### src/rtl/sig_gate_pkg.sv
// Shared constants for the signature gate control block.
// Assumes a 125 MHz system clock; all lamp timing is derived from it.
package sig_gate_pkg;
   localparam int CLK_PERIOD_NS = 8;
   // Probe activity flash and window lamp blink length, in microseconds
   localparam int FLASH_TIME_US = 50000;
   localparam int BLINK_TIME_US = 100000;
   localparam int FLASH_CYC = (FLASH_TIME_US * 1000) / CLK_PERIOD_NS;
   localparam int BLINK_CYC = (BLINK_TIME_US * 1000) / CLK_PERIOD_NS;
   localparam int CNT_W = 24;

   localparam int SIG_W = 16;
   // Feedback taps of the signature register
   localparam int TAP_A = 6;
   localparam int TAP_B = 8;
   localparam int TAP_C = 11;
   localparam int TAP_D = 15;
   localparam logic [SIG_W-1:0] SIG_CLEAR = 16'h0000;

   // Power-up polarities: 1 = rising edge / high level
   localparam logic POL_RESET = 1'b1;
   localparam logic MODE_RESET = 1'b0;

   // Index of each synchronised outside input
   localparam int IN_CLK = 0;
   localparam int IN_START = 1;
   localparam int IN_STOP = 2;
   localparam int IN_PHI = 3;
   localparam int IN_PLO = 4;
   localparam int IN_N = 5;

   typedef enum logic [1:0] {
      WIN_IDLE = 2'b00,
      WIN_OPEN = 2'b01,
      WIN_DONE = 2'b10
   } win_state_t;
endpackage

### src/rtl/sig_gate_ctrl.sv
// Window, polarity, signature and lamp control of a signature analyzer.
// Assumes key, switch, get and clear inputs are one-cycle pulses on clk_i;
// timing leads and probe comparators are asynchronous pins.
`timescale 1ns/1ps
`default_nettype none
module sig_gate_ctrl
   import sig_gate_pkg::*;
#(
   parameter int FLASH_CYCLES = FLASH_CYC,
   parameter int BLINK_CYCLES = BLINK_CYC
) (
   input wire logic clk_i,
   input wire logic resetn_i,
   input wire logic ce_i,
   input wire logic clock_lead_i,
   input wire logic window_open_close_lead_i,
   input wire logic stop_qual_lead_i,
   input wire logic probe_hi_i,
   input wire logic probe_lo_i,
   input wire logic key_clock_pol_i,
   input wire logic key_start_pol_i,
   input wire logic key_stop_pol_i,
   input wire logic key_qual_pol_i,
   input wire logic key_hold_i,
   input wire logic key_sticky_i,
   input wire logic key_qual_mode_i,
   input wire logic probe_switch_i,
   input wire logic remote_get_i,
   input wire logic clear_i,
   output logic clock_pol_lamp_o,
   output logic start_pol_lamp_o,
   output logic stop_pol_lamp_o,
   output logic qual_pol_lamp_o,
   output logic hold_lamp_o,
   output logic sticky_lamp_o,
   output logic qual_mode_lamp_o,
   output logic [SIG_W-1:0] signature_o,
   output logic sig_update_o,
   output logic sig_triggered_o,
   output logic store_sig_o,
   output logic memory_clear_o,
   output logic busy_o,
   output logic mismatch_lamp_o,
   output logic gate_lamp_o,
   output logic probe_bright_o,
   output logic probe_dim_o,
   output logic probe_flash_o
);
   logic [IN_N-1:0] pin_async, pin_lvl, pin_rise, pin_fall;
   assign pin_async = {probe_lo_i, probe_hi_i, stop_qual_lead_i,
                       window_open_close_lead_i, clock_lead_i};

   genvar gi;
   generate
      for (gi = 0; gi < IN_N; gi++) begin : g_sync
         sig_sync u_sync (
            .clk_i(clk_i),
            .resetn_i(resetn_i),
            .ce_i(ce_i),
            .async_i(pin_async[gi]),
            .level_o(pin_lvl[gi]),
            .rise_o(pin_rise[gi]),
            .fall_o(pin_fall[gi])
         );
      end
   endgenerate

   // Picks the selected edge of a lead; used for the clock, start and stop events
   function automatic logic sel_edge(input logic pol, input logic rise,
                                     input logic fall);
      sel_edge = pol ? rise : fall;
   endfunction

   // Settings
   logic clock_pol_ff, start_pol_ff, stop_pol_ff, qual_pol_ff;
   logic hold_ff, sticky_ff, qual_mode_ff;

   always_ff @(posedge clk_i) begin
      if (!resetn_i) begin
         clock_pol_ff <= POL_RESET;
         start_pol_ff <= POL_RESET;
         stop_pol_ff <= POL_RESET;
         qual_pol_ff <= POL_RESET;
         qual_mode_ff <= MODE_RESET;
      end else if (ce_i) begin
         if (key_clock_pol_i) begin
            clock_pol_ff <= ~clock_pol_ff;
         end
         if (key_start_pol_i) begin
            start_pol_ff <= ~start_pol_ff;
         end
         if (key_stop_pol_i) begin
            stop_pol_ff <= ~stop_pol_ff;
         end
         if (key_qual_pol_i && qual_mode_ff) begin
            qual_pol_ff <= ~qual_pol_ff;
         end
         if (key_qual_mode_i) begin
            qual_mode_ff <= ~qual_mode_ff;
         end
      end
   end

   always_ff @(posedge clk_i) begin
      if (!resetn_i) begin
         hold_ff <= MODE_RESET;
         sticky_ff <= MODE_RESET;
      end else if (ce_i) begin
         if (key_hold_i) begin
            hold_ff <= ~hold_ff;
         end
         if (key_sticky_i) begin
            sticky_ff <= ~sticky_ff;
         end
      end
   end

   // Qualifier and edge selection
   logic start_evt, stop_evt, clk_evt, qual_ok;

   always_comb begin
      qual_ok = 1'b1;
      start_evt = sel_edge(start_pol_ff, pin_rise[IN_START], pin_fall[IN_START]);
      if (qual_mode_ff) begin
         // Start lead carries both events, stop lead becomes the qualifier
         stop_evt = sel_edge(stop_pol_ff, pin_rise[IN_START], pin_fall[IN_START]);
         qual_ok = (pin_lvl[IN_STOP] == qual_pol_ff);
      end else begin
         stop_evt = sel_edge(stop_pol_ff, pin_rise[IN_STOP], pin_fall[IN_STOP]);
      end
      clk_evt = sel_edge(clock_pol_ff, pin_rise[IN_CLK], pin_fall[IN_CLK]) & qual_ok;
   end

   // Window state machine
   win_state_t state_ff, nxt_state;
   logic [SIG_W-1:0] shift_ff;
   logic clk_seen_ff, trig_pend_ff, trig_win_ff;

   always_comb begin
      nxt_state = state_ff;
      case (state_ff)
         WIN_IDLE: begin
            if (start_evt) begin
               nxt_state = WIN_OPEN;
            end
         end
         WIN_OPEN: begin
            // In qualifier mode the opening edge must not also close
            if (stop_evt) begin
               nxt_state = WIN_DONE;
            end
         end
         WIN_DONE: begin
            nxt_state = WIN_IDLE;
         end
         default: begin
            nxt_state = WIN_IDLE;
         end
      endcase
      if (clear_i) begin
         nxt_state = WIN_IDLE;
      end
   end

   always_ff @(posedge clk_i) begin
      if (!resetn_i) begin
         state_ff <= WIN_IDLE;
      end else if (ce_i) begin
         state_ff <= nxt_state;
      end
   end

   always_ff @(posedge clk_i) begin
      if (!resetn_i) begin
         shift_ff <= SIG_CLEAR;
         clk_seen_ff <= 1'b0;
      end else if (ce_i) begin
         if (state_ff == WIN_IDLE && start_evt) begin
            shift_ff <= SIG_CLEAR;
            clk_seen_ff <= 1'b0;
         end else if (state_ff == WIN_OPEN && clk_evt) begin
            shift_ff <= {shift_ff[SIG_W-2:0], pin_lvl[IN_PHI] ^ shift_ff[TAP_A] ^
                         shift_ff[TAP_B] ^ shift_ff[TAP_C] ^ shift_ff[TAP_D]};
            clk_seen_ff <= 1'b1;
         end
      end
   end

   // A press arms the next window to open; set wins over consumption
   always_ff @(posedge clk_i) begin
      if (!resetn_i) begin
         trig_pend_ff <= 1'b0;
         trig_win_ff <= 1'b0;
      end else if (ce_i) begin
         if (clear_i) begin
            trig_pend_ff <= 1'b0;
            trig_win_ff <= 1'b0;
         end else begin
            if (state_ff == WIN_IDLE && start_evt) begin
               trig_win_ff <= trig_pend_ff;
            end
            if (probe_switch_i || remote_get_i) begin
               trig_pend_ff <= 1'b1;
            end else if (state_ff == WIN_IDLE && start_evt) begin
               trig_pend_ff <= 1'b0;
            end
         end
      end
   end

   // Signature capture and comparison
   logic done, unstable, have_prev_ff, cur_unstable_ff, latch_ff;
   logic [SIG_W-1:0] prev_sig_ff, disp_ff;
   logic upd_ff, trig_out_ff, store_ff, mclr_ff;
   assign done = (state_ff == WIN_DONE) && !clear_i;
   assign unstable = have_prev_ff && (shift_ff != prev_sig_ff);

   always_ff @(posedge clk_i) begin
      if (!resetn_i) begin
         prev_sig_ff <= SIG_CLEAR;
         have_prev_ff <= 1'b0;
         cur_unstable_ff <= 1'b0;
      end else if (ce_i) begin
         if (clear_i) begin
            have_prev_ff <= 1'b0;
            cur_unstable_ff <= 1'b0;
         end else if (done) begin
            // Every signature is compared, triggered or not
            prev_sig_ff <= shift_ff;
            have_prev_ff <= 1'b1;
            cur_unstable_ff <= unstable;
         end
      end
   end

   always_ff @(posedge clk_i) begin
      if (!resetn_i) begin
         latch_ff <= 1'b0;
      end else if (ce_i) begin
         // A lamp already lit when sticky mode starts is held as well
         if (sticky_ff && !clear_i && ((done && unstable) || cur_unstable_ff)) begin
            latch_ff <= 1'b1;
         end else if (clear_i || !sticky_ff) begin
            latch_ff <= 1'b0;
         end
      end
   end

   always_ff @(posedge clk_i) begin
      if (!resetn_i) begin
         disp_ff <= SIG_CLEAR;
         upd_ff <= 1'b0;
         trig_out_ff <= 1'b0;
         store_ff <= 1'b0;
         mclr_ff <= 1'b0;
      end else if (ce_i) begin
         upd_ff <= 1'b0;
         store_ff <= 1'b0;
         mclr_ff <= clear_i;
         if (clear_i) begin
            disp_ff <= SIG_CLEAR;
            trig_out_ff <= 1'b0;
         end else if (done && (!hold_ff || trig_win_ff)) begin
            disp_ff <= shift_ff;
            upd_ff <= 1'b1;
            trig_out_ff <= trig_win_ff;
            store_ff <= trig_win_ff;
         end
      end
   end

   // Window lamp: a completed window that saw a clock edge starts a blink period if none is running
   logic [CNT_W-1:0] blink_ff;
   logic gate_ff;

   always_ff @(posedge clk_i) begin
      if (!resetn_i) begin
         blink_ff <= '0;
         gate_ff <= 1'b0;
      end else if (ce_i) begin
         if (blink_ff == '0) begin
            if (done && clk_seen_ff) begin
               blink_ff <= CNT_W'(BLINK_CYCLES);
            end
         end else begin
            blink_ff <= blink_ff - CNT_W'(1);
         end
         // Lit in the first half only, so steady gating shows as a blink
         gate_ff <= (blink_ff > CNT_W'(BLINK_CYCLES / 2));
      end
   end

   // Probe lamp: stretched flash on any change of the sensed level
   logic [CNT_W-1:0] flash_ff;
   logic bright_ff, dim_ff, flash_out_ff, probe_act;

   assign probe_act = pin_rise[IN_PHI] | pin_fall[IN_PHI] |
                      pin_rise[IN_PLO] | pin_fall[IN_PLO];

   always_ff @(posedge clk_i) begin
      if (!resetn_i) begin
         flash_ff <= '0;
         flash_out_ff <= 1'b0;
      end else if (ce_i) begin
         // Retrigger is ignored while flashing, so the flash length is fixed
         if (flash_ff != '0) begin
            flash_ff <= flash_ff - CNT_W'(1);
         end else if (probe_act) begin
            flash_ff <= CNT_W'(FLASH_CYCLES);
         end
         flash_out_ff <= (flash_ff != '0);
      end
   end

   always_ff @(posedge clk_i) begin
      if (!resetn_i) begin
         bright_ff <= 1'b0;
         dim_ff <= 1'b0;
      end else if (ce_i) begin
         bright_ff <= pin_lvl[IN_PHI];
         dim_ff <= ~pin_lvl[IN_PHI] & ~pin_lvl[IN_PLO];
      end
   end

   assign clock_pol_lamp_o = clock_pol_ff;
   assign start_pol_lamp_o = start_pol_ff;
   assign stop_pol_lamp_o = stop_pol_ff;
   assign qual_pol_lamp_o = qual_pol_ff;
   assign hold_lamp_o = hold_ff;
   assign sticky_lamp_o = sticky_ff;
   assign qual_mode_lamp_o = qual_mode_ff;
   assign signature_o = disp_ff;
   assign sig_update_o = upd_ff;
   assign sig_triggered_o = trig_out_ff;
   assign store_sig_o = store_ff;
   assign memory_clear_o = mclr_ff;
   assign busy_o = (state_ff == WIN_OPEN);
   assign mismatch_lamp_o = cur_unstable_ff | latch_ff;
   assign gate_lamp_o = gate_ff;
   assign probe_bright_o = bright_ff;
   assign probe_dim_o = dim_ff;
   assign probe_flash_o = flash_out_ff;
endmodule
`default_nettype wire

### src/rtl/sig_sync.sv
// Three-stage synchroniser with a filtered level and edge pulses.
// Assumes the input is asynchronous to clk_i; output changes only when
// the second and third stages agree.
`timescale 1ns/1ps
`default_nettype none
module sig_sync (
   input wire logic clk_i,
   input wire logic resetn_i,
   input wire logic ce_i,
   input wire logic async_i,
   output logic level_o,
   output logic rise_o,
   output logic fall_o
);
   logic s1_ff;
   logic s2_ff;
   logic s3_ff;
   logic level_ff;
   logic rise_ff;
   logic fall_ff;

   always_ff @(posedge clk_i) begin
      if (!resetn_i) begin
         s1_ff <= 1'b0;
         s2_ff <= 1'b0;
         s3_ff <= 1'b0;
      end else if (ce_i) begin
         s1_ff <= async_i;
         s2_ff <= s1_ff;
         s3_ff <= s2_ff;
      end
   end

   always_ff @(posedge clk_i) begin
      if (!resetn_i) begin
         level_ff <= 1'b0;
         rise_ff <= 1'b0;
         fall_ff <= 1'b0;
      end else if (ce_i) begin
         rise_ff <= 1'b0;
         fall_ff <= 1'b0;
         if (s2_ff == s3_ff && s3_ff != level_ff) begin
            level_ff <= s3_ff;
            rise_ff <= s3_ff;
            fall_ff <= ~s3_ff;
         end
      end
   end

   assign level_o = level_ff;
   assign rise_o = rise_ff;
   assign fall_o = fall_ff;
endmodule
`default_nettype wire

### config.mk
export PLATFORM = sky130hd
export DESIGN_NAME = sig_gate_ctrl
export DESIGN_NICKNAME = d
export VERILOG_FILES = /design/src/rtl/sig_gate_pkg.sv /design/src/rtl/sig_gate_ctrl.sv /design/src/rtl/sig_sync.sv
export SDC_FILE = /design/constraint.sdc
export NUM_CORES = 1
export LEC_CHECK = 0
export BUFFER_PORTS_ARGS = -buffer_cell sky130_fd_sc_hd__buf_2
export CORE_ASPECT_RATIO = 0.5
export CORE_MARGIN = 8
export CORE_UTILIZATION = 54
export DETAILED_ROUTE_END_ITERATION = 16
export PLACE_DENSITY = 0.83
export SYNTH_ARGS = -nofsm -noshare
export SYNTH_HDL_FRONTEND = slang
export SYNTH_HIERARCHICAL = 1
export SYNTH_SLANG_ARGS = --single-unit
### constraint.sdc
create_clock -name clk_i -period 2.25 [get_ports clk_i]
set_input_delay 0.1125 -clock clk_i [delete_from_list [all_inputs] [get_ports clk_i]]
set_output_delay 0.1125 -clock clk_i [all_outputs]
set_load 0.01 [all_outputs]
==> key figures, run 1 <==
Yosys
  • Count of synthesis-stage warnings from yosys: 6
  • Synthesized net count: 814
  • Portion of the post-synthesis area used by sequential elements: 0.436
  • Distinct cells, synth: 65
  • Average size of a mapped cell: between 8 and 9 um^2
  • Number of flops mapped to enable cells by yosys: 0
  • Synthesized netlist cell count: about 790
  • Share of async-settable or async-resettable flops after synthesis: 0
  • Ys flop type: dfxtp_1
  • Count of state elements after synthesis: 149
  • Post-synthesis cell area: 0.00684 mm^2

Routing
  • Routed Wire Length: 18200 um
  • Vias per Instance: 6.00
  • Average wire per cell in the routed design: about 17 um
  • Total via count after detailed routing: ~6400
  • Remaining number of nets flagged by the antenna check after routing: 0
  • DR pass1 iterations: 5
  • Starting DRC count in detailed routing: 620
  • Remaining DRCs: 0

STA
  • Worst Tran Pin Value: ~1200 ps
  • Final Critical Period: 2380 ps
  • Hold slack final: ~24 ps
  • Max-slew violation total from the final report: 0
  • Setup repair after global routing missed its margin: yes
  • Endpoints failing hold: 0
  • Worst-case clock skew: slightly below 10 ps
  • Final worst setup slack: -125 ps
  • Period utilization: 1.06
  • Max-Slew Margin vs Limit: 0.196
  • Highest clock rate: approximately 420 MHz
  • Final number of setup-violating endpoints: 8
  • Setup TNS Final: -412 ps

Place
  • Placed cell count: 1019
  • RePlAce Congestion: approximately 0.89
  • Setup slack at placement: -79.1 ps
  • Count of buffers from port buffering: 50
  • Half-perimeter wire length after placement: around 11000 um

Global routing
  • First-pass GRT wire length: approximately 28000 um
  • Pin count of the biggest net entering global routing: 73
  • Initial antenna violation count: 0
  • Number of global-route vias before repair: 5941
  • Global router's overall resource usage: 0.202
  • Total global routing overflow: 0
  • Most heavily used metal layer in global routing: met2
  • Met1 routing resource usage after global routing: 0.243
  • Met2 demand-to-capacity share in global routing: 0.345
  • Met3 track utilization from global routing: 0.0439

Floorplan
  • Top Ports: 51
  • Number of cell rows: 29
  • Die outline area: 0.0167 mm^2
  • Die W: 175 um
  • Y dimension of the die: 95.6 um
  • Area inside the core boundary: 0.0125 mm^2
  • Initial standard-cell utilization of the core: 0.546

Critical path
  • Cell Chain, Critical Path: inv_2 > ha_4 > or4b_4 > or4_4 > or2_4 > a311oi_2 > nor3_1
  • Source of the critical timing path: flash_ff[1]$_SDFFE_PN0P_
  • Slowest cell on the critical path: or4_4
  • CP Class: flop to flop
  • Nature of the critical path startpoint: flop
  • CP Max Fanout: 6
  • Critical Path Sink Type: flop
  • Worst endpoint required time: between 2000 and 3000 ps
  • Number of cells on the worst reg-to-reg path: 7
  • Largest stage delay, worst path: a little over 500 ps
  • Worst endpoint data arrival time: 2670 ps
  • Startpoint of the lowest-slack register-to-register path: flash_ff[1]$_SDFFE_PN0P_

Final layout
  • # fillers: around 910
  • Non-filler cells in the finished layout: 1071
  • Area growth from synthesis to layout: 22.5%
  • Ant diodes: 0
  • Area occupied by multi-input gates: between 0.003 and 0.004 mm^2
  • Net count of the finished layout: 909
  • Combined flip-flop and latch cell area: 0.00299 mm^2
  • Fraction of layout instances using a drive strength above 1: 0.212
  • Final core area utilization: 0.669

Min path
  • Worst min path class: input port to flop
  • Number of cells traversed by the worst hold path: 4
  • Min-delay src: key_sticky_i

CTS
  • Clk buf depth: 2
  • Clk_lat worst skew: roughly 430 ps
  • Clock root cell: clkbuf_16
  • Clock transition at path regs: 60 ps
  • Number of clock sinks: 149
  • CTS buffer count: 17
  • CTS tree: yes
  • H-tree level count: 4

Power
  • Internal power component: roughly 6800 uW
  • Portion of total power attributed to sequential cells: 0.303
  • Combinational share of power: 0.460
  • Max rail drop VDD: 798 uV
  • Power dissipated by switching net loads: 4670 uW
  • Switching power share of the total: 0.407
  • Clock network fraction of design power: 0.237
  • Pleak: 0.00331 uW
  • Areal power density over the cells: 1370 mW/mm^2

Outcome
  • Status: complete, but fails checks
  • Failing checks: negative setup slack

Flow run
  • # Max-Cap Violations: 0
[cell type report]
cell class,instances,share of cell area
timing repair buffer,120,0.0978
tap,170,0.0254
inverter,24,0.0108
clock inverter,15,0.0163
sequential,149,0.357
clock buffer,17,0.0508
multi-input combinational,576,0.442
[power by group through the flow]
| stage | Combinational, uW | Clock (uW) | Sequential, uW |
|---|---|---|---|
| 2_1_floorplan | 2790 | 0 | 3390 |
| 4_1_cts | 4460 | 2730 | 3440 |
| 3_3_place_gp | 4040 | 0 | 3450 |
| 6_report | 5280 | 2720 | 3480 |
| 3_5_place_dp | 4150 | 0 | 3470 |
| 5_1_grt | 5860 | 2870 | 3560 |
[worst max-delay path, delay by kind of cell, from the launching register on]
family          cells  cell delay (ps)
buf+inv             1               80
fa+ha+maj           1              130
flops               1              340
simple gates        4             1380
compound gates      1              320
[path summary, 6_finish.rpt]
| path | endpoint | slack (ps) |
|---|---|---|
| max | flash_ff[17]$_SDFFE_PN0P_ | -130 |
| min | sticky_lamp_o$_SDFFE_PN0P_ | 20 |
| max reg2reg | flash_ff[17]$_SDFFE_PN0P_ | -130 |
| min reg2reg | signature_o[7]$_SDFFE_PN0P_ | 460 |
[through the flow]
step                      area, um^2  total power [uW]
after global routing            8380             12300
after detailed placement        7510              7620
final                           8380             11500
after floorplan                 6840              6180
after global placement          7510              7500
after CTS                       8210             10600
[synthesized netlist by cell type (5+ instances only)]
master / number / area (um^2)
nor2_1: 73 / 274
buf_6: 6 / 67.6
o21a_1: 10 / 75.1
o21ai_0: 17 / 85.1
nand4bb_1: 5 / 56.3
a21oi_1: 87 / 435
nor2b_4: 5 / 68.8
mux2i_1: 20 / 200
a22oi_1: 16 / 120
o211ai_1: 6 / 45.0
o31ai_1: 12 / 90.1
nand3_1: 30 / 150
nor4_1: 17 / 106
dfxtp_1: 149 / 2980
nand2_1: 88 / 330
o32ai_2: 5 / 81.3
nand4_1: 7 / 43.8
inv_1: 24 / 90.1
clkbuf_1: 36 / 135
or3_1: 8 / 50.1
xnor2_1: 10 / 87.6
or4_1: 14 / 105
xor2_1: 26 / 228
nor3_1: 23 / 115
nand4b_1: 5 / 43.8
nand2b_1: 14 / 87.6
a211oi_1: 8 / 60.1
and3_1: 7 / 43.8
[cell families (layout without fill, tap and decap cells)]
family	Yosys count	after routing	share of synthesized area
fa+ha+maj	3	3	0.00549
simple gates	320	320	0.245
flops	149	149	0.436
compound gates	196	196	0.191
buf+inv	68	176	0.0439
mux	21	21	0.0326
xor+xnor	36	36	0.0461
[layer usage]
layer | vias to the layer above | wire length, um
met3 | 64 | 1070
met4 | 0 | 518
met1 | 3048 | 7750
met5 | - | 0
met2 | 246 | 8840
li1 | 3067 | -
[state kept, by name, summed over array words and instances (netlist names), 2 cells and up]
name	cells
g_sync.u_sync/level_o	5
g_sync.u_sync/s2_ff	5
shift_ff	16
g_sync.u_sync/s3_ff	5
g_sync.u_sync/s1_ff	5
flash_ff	24
g_sync.u_sync/rise_o	5
signature_o	16
state_ff	2
prev_sig_ff	16
g_sync.u_sync/fall_o	5
blink_ff	24
[layout by cell type (no fill, tap or decap), drive strengths merged, types with 4 or more instances in the layout]
master,n
a211oi,9
o21a,10
nand4bb,5
o31ai,12
or3,8
or2,5
nand2,88
o211ai,6
nor2b,5
nor2,73
a31oi,4
nand4b,5
xnor2,10
buf,112
nand3,30
nand3b,4
a2111oi,5
clkbuf,17
nor3,24
mux2i,20
nand4,7
a21oi,87
nor4,19
o31a,4
nand2b,14
o21ai,19
a22oi,16
xor2,26
o32ai,5
and3,7
and2,4
or4,15
dfxtp,149
clkinv,4
inv,32
dlygate4sd3,8
[timing repair]
action	4_1_cts	5_1_grt
setup buffers	3	9
pin swaps	1	10
hold endpoints to repair	8	0
hold buffers	8	0
resized for setup	11	20
endpoints found under the setup margin	11	18
Note: power is estimated with default switching activity, not from simulation.
==> run 2, diff against run 1 <==
GPL_ROUTABILITY_DRIVEN = 0   (was default)
SYNTH_HIERARCHICAL = default   (was 1)
==> key figures, run 2 <==
Final layout
  • Area growth from synthesis to layout: 18.2%
  • Net count of the finished layout: approximately 830
  • Fraction of layout instances using a drive strength above 1: 0.173
  • Ant diodes: 0
  • Most frequent cells in the layout: dfxtp_1 (149), nor2_1 (93), nand2_1 (71)
  • Top flop regs: blink_ff: 24 flops, flash_ff: 24 flops
  • Most common library cell in the layout ignoring fill and taps: dfxtp_1
  • Final core area utilization: 0.657
  • Non-filler cells in the finished layout: 988

Floorplan
  • Y dimension of the die: roughly 94 um
  • Die outline area: 0.0162 mm^2
  • Number of cell rows: 28
  • Top Ports: 51
  • Area inside the core boundary: 0.0118 mm^2
  • Die W: between 150 and 200 um
  • Initial standard-cell utilization of the core: 0.556

Critical path
  • Startpoint of the lowest-slack register-to-register path: blink_ff[13]$_SDFFE_PN0P_
  • Source of the critical timing path: blink_ff[13]$_SDFFE_PN0P_
  • Nature of the critical path startpoint: flop
  • CP Max Fanout: 8
  • Worst endpoint required time: around 2600 ps
  • Critical Path Sink Type: flop
  • CP Class: flop to flop
  • Worst endpoint data arrival time: 2430 ps

Yosys
  • Share of async-settable or async-resettable flops after synthesis: 0
  • Count of state elements after synthesis: 149
  • Ys flop type: dfxtp_1
  • Synthesized net count: 771
  • Most frequent cells after synthesis: dfxtp_1 (149), nor2_1 (94), nand2_1 (73)
  • Count of synthesis-stage warnings from yosys: 0
  • Portion of the post-synthesis area used by sequential elements: 0.453
  • Area fraction of the dominant cell type after synthesis: 0.453
  • Most repeated cell in the gate-level netlist after synthesis: dfxtp_1
  • Biggest area consumer among synthesized cells: dfxtp_1
  • Average size of a mapped cell: 8.78 um^2
  • Distinct cells, synth: 66
  • Number of flops mapped to enable cells by yosys: 0
  • Post-synthesis cell area: between 0.006 and 0.007 mm^2
  • Synthesized netlist cell count: 750
  • Cell types with the largest area share after synthesis: dfxtp_1 (45%), nor2_1 (5.4%), a21oi_1 (5.2%)

CTS
  • Clock root cell: clkbuf_16
  • Clock transition at path regs: approximately 60 ps
  • H-tree level count: 4
  • Clk_lat worst skew: approximately 420 ps
  • Clk buf depth: 2
  • CTS buffer count: 17
  • Number of clock sinks: approximately 150
  • CTS tree: yes

Routing
  • Average wire per cell in the routed design: 16.2 um
  • Remaining number of nets flagged by the antenna check after routing: 0
  • Starting DRC count in detailed routing: 412
  • Routed Wire Length: around 16000 um
  • Vias per Instance: 5.95
  • Total via count after detailed routing: roughly 6000
  • Remaining DRCs: 0
  • DR pass1 iterations: 5

STA
  • Period utilization: 0.929
  • Final number of setup-violating endpoints: 0
  • Setup repair after global routing missed its margin: no
  • Max-Slew Margin vs Limit: 0.524
  • Worst-case clock skew: 9.21 ps
  • Max-slew violation total from the final report: 0
  • Final Critical Period: 2090 ps
  • Hold slack final: 19.6 ps
  • Endpoints failing hold: 0
  • Final worst setup slack: 161 ps
  • Highest clock rate: 479 MHz
  • Worst Tran Pin Value: 707 ps
  • Setup TNS Final: 0 ps

Global routing
  • Most heavily used metal layer in global routing: met2
  • Global router's overall resource usage: 0.198
  • Met1 routing resource usage after global routing: 0.247
  • Met2 demand-to-capacity share in global routing: 0.325
  • Total global routing overflow: 0
  • Pin count of the biggest net entering global routing: 60
  • Number of global-route vias before repair: 5508
  • First-pass GRT wire length: 26500 um
  • Initial antenna violation count: 0
  • Met3 track utilization from global routing: 0.0491

Power
  • Areal power density over the cells: 1320 mW/mm^2
  • Pleak: 0.00310 uW
  • Max rail drop VDD: 640 uV

Outcome
  • Status: complete, no violations

Place
  • Placed cell count: ~950
  • Half-perimeter wire length after placement: 10100 um
  • Count of buffers from port buffering: 50
  • Setup slack at placement: 185 ps

Min path
  • Min-delay src: key_hold_i
  • Worst min path class: input port to flop

Flow run
  • # Max-Cap Violations: 0
[run 2: cell types whose count changed in the layout (fill, tap and decap cells not counted), moves of 6 or more]
cell / before / now
buf_4: 58 / 31
nand3_1: 30 / 7
nor2_1: 72 / 93
a21oi_1: 87 / 69
a22oi_1: 16 / 34
nand2_1: 88 / 71
nand2b_1: 14 / 2
nor3_1: 20 / 8
or3_1: 8 / 20
inv_1: 21 / 11
o21ai_0: 16 / 25
o21a_1: 10 / 2
nand4b_1: 5 / 11
[run 2: cell type report]
cell class | count | area [um^2]
fillers | 934 | 4060
repair buffers | 87 | 543
flip-flops and latches | 149 | 2980
clock inverters | 15 | 158
clock buffers | 17 | 425
inverters | 12 | 46.3
multi-input cells | 543 | 3420
well taps | 165 | 206
[run 2: path summary, 6_finish.rpt]
path                            cells past startpoint  slack, ps                           end
worst max-delay path                                5        160     blink_ff[19]$_SDFFE_PN0P_
worst min-delay path                                4         20      hold_lamp_o$_SDFFE_PN0P_
worst max register to register                      5        160     blink_ff[19]$_SDFFE_PN0P_
worst min register to register                      2        460  sig_triggered_o$_SDFFE_PN0P_
[run 2: timing repair]
| action | in CTS | in global routing |
|---|---|---|
| hold buffers | 6 | 0 |
| setup buffers | 0 | 1 |
| endpoints found under the setup margin | 0 | 25 |
| gates resized for setup | 0 | 13 |
| endpoints found under the hold margin | 6 | 0 |
[run 2: logic make-up after synthesis]
kind of cell    after synthesis  share of synthesized area
xor+xnor                     37                     0.0492
buf+inv                      58                     0.0363
flops                       149                      0.453
simple gates                287                      0.230
compound gates              194                      0.190
mux                          22                     0.0356
fa+ha+maj                     3                    0.00570
[run 2: metal layers]
metal / routed length (um) / vias to the layer above
met5: 0 / -
met4: 326 / 0
met3: 919 / 38
met2: 7530 / 223
met1: 7210 / 2757
li1: - / 2857
[run 2: metrics by stage]
step	power (uW)	instance area, um^2
6_report	10300	7780
5_1_grt	10800	7780
4_1_cts	10000	7710
3_5_place_dp	7140	7070
3_3_place_gp	7030	7070
2_1_floorplan	6140	6580
[run 2: worst max-delay path: stages, from the launching register on]
cell and delay (ps):
dfxtp_1 390, or4_1 580, nor4_1 440, o2111ai_1 260, xor2_1 200, a21oi_1 140
[run 2: where the power goes]
| part | switching, uW | leakage [uW] | internal (uW) |
|---|---|---|---|
| registers | 495 | 0.00121 | 3000 |
| clock network | 1230 | 0.000275 | 1570 |
| logic | 2330 | 0.00161 | 1650 |
| total | 4050 | 0.00310 | 6220 |
